==> src/dacpo_pkg.sv <==
// Shared constants and types for the dual channel converter output port.
package dacpo_pkg;
    // Width of one channel code and the position of its top bit.
    localparam int CODE_W = 10;
    localparam int CODE_MSB = 9;
    // Pipeline depth from the sampling edge to the output edge, in clock cycles.
    localparam int LATENCY = 5;
    // Width of the register bus address.
    localparam int ADDR_W = 8;
    // Byte addresses of the registers.
    localparam logic [7:0] CTRL_OFFSET = 8'h00;
    localparam logic [7:0] STATUS_OFFSET = 8'h04;
    // Bit positions inside the control register.
    localparam int CTRL_TWOS_BIT = 0;
    localparam int CTRL_OE_N_BIT = 1;
    localparam int CTRL_STANDBY_BIT = 2;
    localparam int CTRL_SHUTDOWN_BIT = 3;
    // Position of the channel B code inside the status register.
    localparam int STATUS_B_LSB = 16;
    // Reset value of the control register: offset binary, drivers off, running.
    localparam logic [3:0] CTRL_RESET = 4'h2;
    // Bus response codes.
    localparam logic [1:0] RESP_OKAY = 2'h0;
    localparam logic [1:0] RESP_SLVERR = 2'h2;

    // Control settings as software writes them.
    typedef struct packed {
        logic full_shutdown;
        logic standby;
        logic output_enable_n;
        logic twos_complement;
    } dacpo_ctrl_t;

    // One sample pair, both channels taken on the same edge.
    typedef struct packed {
        logic [CODE_W-1:0] channel_b;
        logic [CODE_W-1:0] channel_a;
    } dacpo_pair_t;
endpackage

==> src/dacpo_top.sv <==
// Dual channel sampling pipeline with parallel code outputs and a register port.
//
// What this block does
// - Both channels sampled together every rising edge while conversion runs.
// - Outputs update to be valid next edge.
// - Code appears exactly five cycles after sampling.
// - Each channel has its own ten-bit bus.
// - Format low gives offset binary, high two's complement.
// - Standby disables both channels, bias stays.
// - Shutdown stops conversion while asserted.
// - Shutdown with enable low holds last outputs.
// - Enable deasserted turns all data drivers off.
// - Bit nine is the top bit.
`timescale 1ns/1ps
module dacpo_top (
    // Clock and reset.
    input wire logic CLK_SYS,
    input wire logic RESET,
    // Quantised samples from the two converter front ends, offset binary.
    input wire logic [dacpo_pkg::CODE_W-1:0] CHANNEL_A_SAMPLE,
    input wire logic [dacpo_pkg::CODE_W-1:0] CHANNEL_B_SAMPLE,
    // Parallel code outputs with their driver enables.
    output logic [dacpo_pkg::CODE_W-1:0] CHANNEL_A_CODE,
    output logic CHANNEL_A_CODE_OE,
    output logic [dacpo_pkg::CODE_W-1:0] CHANNEL_B_CODE,
    output logic CHANNEL_B_CODE_OE,
    // Reference bias state and converter activity, for the analog side.
    output logic REF_BIAS_ON,
    output logic CONVERTERS_ON,
    // AXI4-Lite write address channel.
    input wire logic [dacpo_pkg::ADDR_W-1:0] S_AXI_AWADDR,
    input wire logic S_AXI_AWVALID,
    output logic S_AXI_AWREADY,
    // AXI4-Lite write data channel.
    input wire logic [31:0] S_AXI_WDATA,
    input wire logic [3:0] S_AXI_WSTRB,
    input wire logic S_AXI_WVALID,
    output logic S_AXI_WREADY,
    // AXI4-Lite write response channel.
    output logic [1:0] S_AXI_BRESP,
    output logic S_AXI_BVALID,
    input wire logic S_AXI_BREADY,
    // AXI4-Lite read address channel.
    input wire logic [dacpo_pkg::ADDR_W-1:0] S_AXI_ARADDR,
    input wire logic S_AXI_ARVALID,
    output logic S_AXI_ARREADY,
    // AXI4-Lite read data channel.
    output logic [31:0] S_AXI_RDATA,
    output logic [1:0] S_AXI_RRESP,
    output logic S_AXI_RVALID,
    input wire logic S_AXI_RREADY
);

    // Control register and its next value.
    dacpo_pkg::dacpo_ctrl_t ctrl_q;
    dacpo_pkg::dacpo_ctrl_t ctrl_d;
    // Sample pipeline, one stage per cycle of latency before the output stage.
    dacpo_pkg::dacpo_pair_t pipe_q [0:dacpo_pkg::LATENCY-1];
    // Output code stage and driver enable.
    dacpo_pkg::dacpo_pair_t code_q;
    dacpo_pkg::dacpo_pair_t code_d;
    logic drive_q;
    logic bias_q;
    logic conv_on_q;
    // Write channel capture flags and held payload.
    logic aw_got_q;
    logic w_got_q;
    logic [dacpo_pkg::ADDR_W-1:0] awaddr_q;
    logic [31:0] wdata_q;
    logic [3:0] wstrb_q;
    logic bvalid_q;
    logic [1:0] bresp_q;
    // Read channel state.
    logic rvalid_q;
    logic [31:0] rdata_q;
    logic [1:0] rresp_q;

    // Conversion runs only while neither power-save state is selected.
    wire logic run_w = !ctrl_q.standby && !ctrl_q.full_shutdown;
    // Hold the outputs in shutdown and while the pipeline is frozen in standby.
    wire logic out_load_w = run_w;
    // Selected output format.
    wire logic twos_w = ctrl_q.twos_complement;
    // Newest pair taken from both front ends on the same edge.
    wire dacpo_pkg::dacpo_pair_t sample_w = {CHANNEL_B_SAMPLE, CHANNEL_A_SAMPLE};
    // Last pipeline stage, the code that goes out on the next edge.
    wire dacpo_pkg::dacpo_pair_t last_w = pipe_q[dacpo_pkg::LATENCY-1];

    // Format conversion: two's complement flips only the top bit of each code.
    always_comb begin
        code_d = last_w;
        code_d.channel_a[dacpo_pkg::CODE_MSB] ^= twos_w;
        code_d.channel_b[dacpo_pkg::CODE_MSB] ^= twos_w;
    end

    // Write decode: the write completes once address and data are both held.
    wire logic wr_fire_w = aw_got_q && w_got_q && !bvalid_q;
    wire logic wr_ctrl_w = wr_fire_w && (awaddr_q == dacpo_pkg::CTRL_OFFSET);
    wire logic wr_status_w = wr_fire_w && (awaddr_q == dacpo_pkg::STATUS_OFFSET);
    wire logic wr_bad_w = wr_fire_w && !wr_ctrl_w && !wr_status_w;
    // Handshakes on each channel.
    wire logic aw_hs_w = S_AXI_AWVALID && S_AXI_AWREADY;
    wire logic w_hs_w = S_AXI_WVALID && S_AXI_WREADY;
    wire logic ar_hs_w = S_AXI_ARVALID && S_AXI_ARREADY;
    // Read decode.
    wire logic rd_ctrl_w = (S_AXI_ARADDR == dacpo_pkg::CTRL_OFFSET);
    wire logic rd_status_w = (S_AXI_ARADDR == dacpo_pkg::STATUS_OFFSET);
    // Status word: the codes currently standing on both output buses.
    wire logic [31:0] status_w = {6'h00, code_q.channel_b, 6'h00, code_q.channel_a};
    // Control word read back in the low bits.
    wire logic [31:0] ctrl_rd_w = {28'h000_0000, ctrl_q};
    // Read data selection.
    wire logic [31:0] rd_data_w = rd_ctrl_w ? ctrl_rd_w : (rd_status_w ? status_w : 32'h0000_0000);
    wire logic [1:0] rd_resp_w = (rd_ctrl_w || rd_status_w) ? dacpo_pkg::RESP_OKAY
                                                           : dacpo_pkg::RESP_SLVERR;

    // Next control value: only byte lane 0 carries the control bits.
    always_comb begin
        ctrl_d = ctrl_q;
        if (wr_ctrl_w && wstrb_q[0]) begin
            ctrl_d = dacpo_pkg::dacpo_ctrl_t'(wdata_q[3:0]);
        end
    end

    // Control register.
    always_ff @(posedge CLK_SYS) begin
        if (RESET) begin
            ctrl_q <= dacpo_pkg::CTRL_RESET;
        end else begin
            ctrl_q <= ctrl_d;
        end
    end

    // Sample pipeline: every stage advances together while conversion runs.
    always_ff @(posedge CLK_SYS) begin
        if (RESET) begin
            for (int i = 0; i < dacpo_pkg::LATENCY; i++) begin
                pipe_q[i] <= '0;
            end
        end else if (run_w) begin
            pipe_q[0] <= sample_w;
            for (int i = 1; i < dacpo_pkg::LATENCY; i++) begin
                pipe_q[i] <= pipe_q[i-1];
            end
        end
    end

    // Output stage, loaded on the fifth edge after sampling and held when stopped.
    always_ff @(posedge CLK_SYS) begin
        if (RESET) begin
            code_q <= '0;
        end else if (out_load_w) begin
            code_q <= code_d;
        end
    end

    // Driver enable and power state outputs.
    always_ff @(posedge CLK_SYS) begin
        if (RESET) begin
            drive_q <= 1'b0;
            bias_q <= 1'b0;
            conv_on_q <= 1'b0;
        end else begin
            drive_q <= !ctrl_q.output_enable_n;
            bias_q <= !ctrl_q.full_shutdown;
            conv_on_q <= run_w;
        end
    end

    // Write address and data are taken in either order and held until the response.
    always_ff @(posedge CLK_SYS) begin
        if (RESET) begin
            aw_got_q <= 1'b0;
            w_got_q <= 1'b0;
            awaddr_q <= '0;
            wdata_q <= 32'h0000_0000;
            wstrb_q <= 4'h0;
        end else begin
            if (aw_hs_w) begin
                aw_got_q <= 1'b1;
                awaddr_q <= S_AXI_AWADDR;
            end else if (wr_fire_w) begin
                aw_got_q <= 1'b0;
            end
            if (w_hs_w) begin
                w_got_q <= 1'b1;
                wdata_q <= S_AXI_WDATA;
                wstrb_q <= S_AXI_WSTRB;
            end else if (wr_fire_w) begin
                w_got_q <= 1'b0;
            end
        end
    end

    // Write response: OKAY for mapped words, SLVERR elsewhere; status is read only.
    always_ff @(posedge CLK_SYS) begin
        if (RESET) begin
            bvalid_q <= 1'b0;
            bresp_q <= dacpo_pkg::RESP_OKAY;
        end else if (wr_fire_w) begin
            bvalid_q <= 1'b1;
            bresp_q <= wr_bad_w ? dacpo_pkg::RESP_SLVERR : dacpo_pkg::RESP_OKAY;
        end else if (S_AXI_BREADY) begin
            bvalid_q <= 1'b0;
        end
    end

    // Read response: one read at a time, data captured when the address is taken.
    always_ff @(posedge CLK_SYS) begin
        if (RESET) begin
            rvalid_q <= 1'b0;
            rdata_q <= 32'h0000_0000;
            rresp_q <= dacpo_pkg::RESP_OKAY;
        end else if (ar_hs_w) begin
            rvalid_q <= 1'b1;
            rdata_q <= rd_data_w;
            rresp_q <= rd_resp_w;
        end else if (S_AXI_RREADY) begin
            rvalid_q <= 1'b0;
        end
    end

    // Ready flags, registered; each falls once its item is held.
    always_ff @(posedge CLK_SYS) begin
        if (RESET) begin
            S_AXI_AWREADY <= 1'b0;
            S_AXI_WREADY <= 1'b0;
            S_AXI_ARREADY <= 1'b0;
        end else begin
            S_AXI_AWREADY <= !aw_got_q && !aw_hs_w && !bvalid_q;
            S_AXI_WREADY <= !w_got_q && !w_hs_w && !bvalid_q;
            S_AXI_ARREADY <= !rvalid_q && !ar_hs_w;
        end
    end

    // Ports driven straight from flip-flops.
    assign CHANNEL_A_CODE = code_q.channel_a;
    assign CHANNEL_B_CODE = code_q.channel_b;
    assign CHANNEL_A_CODE_OE = drive_q;
    assign CHANNEL_B_CODE_OE = drive_q;
    assign REF_BIAS_ON = bias_q;
    assign CONVERTERS_ON = conv_on_q;
    assign S_AXI_BVALID = bvalid_q;
    assign S_AXI_BRESP = bresp_q;
    assign S_AXI_RVALID = rvalid_q;
    assign S_AXI_RDATA = rdata_q;
    assign S_AXI_RRESP = rresp_q;

    // Mask that the output stage applies: only the top bit, set in two's complement.
    wire logic [dacpo_pkg::CODE_W-1:0] msb_mask_w = {twos_w, {dacpo_pkg::CODE_MSB{1'b0}}};
endmodule

==> config.mk <==
export PLATFORM = sky130hd
export DESIGN_NAME = dacpo_top
export DESIGN_NICKNAME = d
export VERILOG_FILES = /design/src/dacpo_pkg.sv /design/src/dacpo_top.sv
export SDC_FILE = /design/constraint.sdc
export NUM_CORES = 1
export LEC_CHECK = 0
export ABC_AREA = 1
export CAP_MARGIN = 10
export CORE_MARGIN = 2
export CORE_UTILIZATION = 51
export CTS_BUF_LIST = sky130_fd_sc_hd__clkbuf_2 sky130_fd_sc_hd__clkbuf_4 sky130_fd_sc_hd__clkbuf_8
export CTS_CLUSTER_DIAMETER = 50
export DETAILED_ROUTE_END_ITERATION = 6
export DONT_BUFFER_PORTS = 1
export PLACE_DENSITY_LB_ADDON = 0.25
export SETUP_SLACK_MARGIN = 0.1
export SLEW_MARGIN = 20
export SYNTH_ARGS = -nofsm -noshare
export SYNTH_HDL_FRONTEND = slang
export SYNTH_SLANG_ARGS = --single-unit
==> constraint.sdc <==
create_clock -name CLK_SYS -period 3.95 [get_ports CLK_SYS]
set_input_delay 0.395 -clock CLK_SYS [delete_from_list [all_inputs] [get_ports CLK_SYS]]
set_output_delay 0.395 -clock CLK_SYS [all_outputs]
set_load 0.02 [all_outputs]
# Yosys cells after proc, flatten, opt, wreduce, memory -nomap -nowiden
# Memories as Yosys holds them, arrays and structs flattened.
# Index checks and enable logic that the tools add are counted.
# Widths: inputs -> output; s select.
[op_classes]
n_bitwise = 7
reduce_logical = 35
eq_ne = 2
n_mux = 21
[op_table]
columns = ["cell", "n"]
rows = [
  ["$mux 20", 5],
  ["$mux 26", 2],
  ["$eq 8x3->1 const B", 2],
  ["$logic_and 1x1->1", 16],
  ["$logic_not 8->1", 2],
  ["$logic_not 1->1", 12],
  ["$mux 1", 12],
  ["$reduce_bool 2->1", 4],
  ["$or 1x1->1", 5],
  ["$mux 2", 2],
  ["$xor 1x1->1", 2],
  ["$logic_or 1x1->1", 1],
]
[totals]
ramBits = 100
word_cells = 88
n_memories = 1
reg_bits = 83
[mem_list]
columns = ["name", "words", "word_bits", "rd", "rd_clocked_by_memory_dff", "write_ports", "line_no", "source"]
rows = [
  ["pipe_q", 5, 20, 5, 0, 5, "dacpo_top.sv:58", "dacpo_pkg::dacpo_pair_t pipe_q [0:dacpo_pkg::LATENCY-1];"],
]

# Longest topological paths before layout
[depth]
word_depth = 7
depth_mapped = 8
ltp_nobuf = 8

# Worst setup path before layout
# Ideal clock, no wire load.
[synth_timing]
path_kind = "input-to-reg"
from = "input port RESET"
to = "memory pipe_q[0][0] (netlist bit) (enable)"
setup_slack_ns = 0.437
path_buffers = 2
stages = 4
t_required_ns = 3.021
arrival_time_ns = 2.584
cell_sequence = "buf_4 > inv_2 > clkbuf_1 > nand2_1"
[synth_lines]
columns = ["element", "line_no", "source"]
rows = [
  ["start: declaration", "dacpo_top.sv:18", "input wire logic RESET,"],
  ["end: declaration", "dacpo_top.sv:58", ""],
]

==> run_results.csv <==
group,metric,value,unit
pwr,switching_share,22.3,%
logic_synthesis,syn_area,6600,sq um
global_route,grt_max_degree,104,
place,io_buffers,0,
global_route,antenna_found_initial,0,
run_status,run_status,"completed",
global_route,grt_pass1_wl,15900,microns
clocking,h-tree-depth,4,
clocking,numCtsBuffers,17,
timing,timing.final.crit_share,63.9,%
critical_path,worstPathMaxFanout,103,
critical_path,r2r_setup_slack,2.05,ns
final_layout,final_common_cell,"nor2_1",
hold_path,min-delay-start,"RESET",
final_layout,nFillCells,1109,
place,gp_congestion,0.784,
timing,fmax,396,MHz
logic_synthesis,synthFlopType,"edfxtp_1",
detailed_routing,drt-total-wl,9220,microns
die,start_util,52.3,%
place,dpl_cell_area,6580,sq um
pwr,clockPowerShare,33.9,%
critical_path,reg2regPathDepth,4,
pwr,p_comb_share,4.2,%
critical_path,reg2reg_from,"S_AXI_ARREADY$_SDFF_PP0_",
final_layout,fin_area,6940,sq um
final_layout,layout_common_cells,"nor2_1 (150), inv_1 (125), edfxtp_1 (100)",
logic_synthesis,ys_ff_latch,169,
logic_synthesis,postSynthCellCount,675,
detailed_routing,routed_via_density,4.53,
clocking,cts_setup_buffers,0,
clocking,clock-root-buffer,"clkbuf_8",
logic_synthesis,yosysWarnings,0,
timing,worst_slew_pin_slew,0.984,ns
final_layout,drive_gt1_share,6.00,%
detailed_routing,drc,0,
timing,slew_headroom,34.4,%
hold_path,whs_path_depth,3,
pwr,leakage,2.94,nW
timing,slew_viol_final,0,
timing,setup_ws,1.43,ns
run,drv_cap,0,
critical_path,crit_arrival,2.86,ns
clocking,ctsResizeCount,0,
logic_synthesis,async_flop_share,0,%
detailed_routing,first_pass_iters,5,
final_layout,areaGrowthSynthToFinish,5.24,%
die,die_w,118,microns
pwr,p_per_area,452,nW/um^2
final_layout,fin_nets,749,
die,fp.dieH,118,microns
clocking,cts_tree,"built",
final_layout,n_antenna_cell,0,
logic_synthesis,yosysSeqAreaShare,66.5,%
die,die-area,13900,sq um
logic_synthesis,synth_enable_flop_cells,100,
pwr,p_seq_share,61.9,%
die,io_pins,144,
clocking,clkSinkCount,169,
global_route,grt_pass1_vias,3563,
die,core,12600,sq um
critical_path,crit_required,4.28,ns
pwr,power_switching,0.701,mW
timing,rsz0062_at_grt,"no",
place,dpl.hpwl,5940,microns
critical_path,r2r_end,"S_AXI_RRESP[1]$_SDFFE_PP0P_",
clocking,clk_path_buf_depth,2,
detailed_routing,wl_per_cell,10.8,microns
critical_path,endpoint_kind,"register",
global_route,grt.total_usage,14.2,%
logic_synthesis,syn_avg_cell_area,9.77,sq um
pwr,ir_drop,0.186,mV
clocking,path_clk_slew,0.08,ns
detailed_routing,vias,3875,
critical_path,critPathKind,"in -> reg",
detailed_routing,dr.first_iter.drc_count,265,
die,rows,41,
pwr,p_int,2.44,mW
detailed_routing,ant_nets,0,
hold_path,hold_path_class,"in -> reg",
logic_synthesis,ys_types,23,
critical_path,critPathLaunchType,"input pin",
timing,fin_skew,0.00721,ns
place,pre_cts_ws,2.02,ns
timing,hold_viol,0,
clocking,insertion_delay,0.43,ns
global_route,grt_overflow,0,
hold_path,holdPathEnd,"S_AXI_RDATA[2]$_SDFFE_PP0P_",
timing,period_needed,2.52,ns
timing,setup_violations,0,
timing,setup-tns-final,0,ns
## critical path, stage by stage
cell and delay [ns]:
dlygate4sd3_1 1.15, nor2_4 0.06, nand2_4 0.70, inv_2 0.33, nand2_1 0.15, nand2_1 0.06
## worst max path at each step
stage | cells past startpoint | end | slack, ns | from
finish | 6 | CHANNEL_A_CODE[5]$_SDFFE_PP0P_ | 1.43 | RESET
global route | 6 | CHANNEL_B_CODE[6]$_SDFFE_PP0P_ | 1.16 | RESET
CTS | 6 | CHANNEL_A_CODE[5]$_SDFFE_PP0P_ | 1.38 | RESET
detailed placement | 3 | pipe_q[0][82]$_SDFFCE_PN0P_ | 2.02 | RESET
global placement | 3 | pipe_q[0][42]$_SDFFCE_PN0P_ | 2.07 | RESET
floorplan | 4 | pipe_q[0][0]$_SDFFCE_PN0P_ | 0.44 | RESET
## area by class of cell
cell class	count	area [sq um]	area share, %
Sequential cell	169	4380	63.2
Multi-Input combinational cell	350	1480	21.3
Inverter	128	480	6.92
Clock buffer	18	241	3.48
Tap cell	172	215	3.10
Clock inverter	14	108	1.55
Timing Repair Buffer	4	32.5	0.469
## power groups by stage
stage | Clock (mW) | Combinational [mW] | Sequential (mW)
6_report | 1.07 | 0.132 | 1.94
5_1_grt | 1.19 | 0.155 | 1.95
4_1_cts | 1.10 | 0.133 | 1.94
3_5_place_dp | 0 | 0.127 | 1.99
3_3_place_gp | 0 | 0.123 | 1.98
2_1_floorplan | 0 | 0.137 | 1.98
## per-stage QoR
stage	utilization, %	instances	power [mW]	hold WS [ns]
after CTS	55.0	855	3.18	0.0656
after global routing	55.0	855	3.29	0.0825
final	55.0	855	3.14	0.0995
after detailed placement	52.2	822	2.11	0.420
after global placement	52.2	822	2.11	0.423
after floorplan	-	688	2.12	0.412
## per-layer routing
metal,part of all wire (%),global-route usage (%)
met5,0,0
met4,1.4,6.25
met3,6.4,4.99
met2,47,22.7
met1,45,17.5
## repair_timing
| item | CTS | global route |
|---|---|---|
| setup endpoints to repair | 0 | 0 |
| hold endpoints to repair | 23 | 0 |
| hold buffers | 1 | 0 |
## kinds of logic after synthesis
logic type      count (synthesis)  share of synthesized area (%)
other cells                     1                         0.0568
simple gates                  294                           18.1
buf+inv                       169                           12.0
xor+xnor                        2                          0.266
flops                         169                           66.5
compound gates                 40                           3.05
## state kept, by name, summed over array words and instances, names as in the netlist, 3 cells and up
signal	flops
ctrl_q	3
CHANNEL_B_CODE	10
CHANNEL_A_CODE	10
awaddr_q	8
pipe_q	100
S_AXI_RDATA	20
wdata_q	4
## synth_stat cells (2+ instances only)
master | instances | area (sq um)
nor2_1 | 150 | 563
inv_1 | 125 | 469
edfxtp_1 | 100 | 3000
nand2_1 | 87 | 327
dfxtp_1 | 69 | 1380
nand3_1 | 49 | 245
a21oi_1 | 23 | 115
buf_4 | 18 | 135
o21ai_0 | 15 | 75.1
buf_6 | 11 | 124
buf_2 | 7 | 35.0
clkbuf_1 | 5 | 18.8
inv_2 | 2 | 7.51
nand2_2 | 2 | 12.5
nor2_4 | 2 | 22.5
nor3_1 | 2 | 10.0
xnor2_1 | 2 | 17.5
No activity file was read; power rests on OpenSTA's default activity.
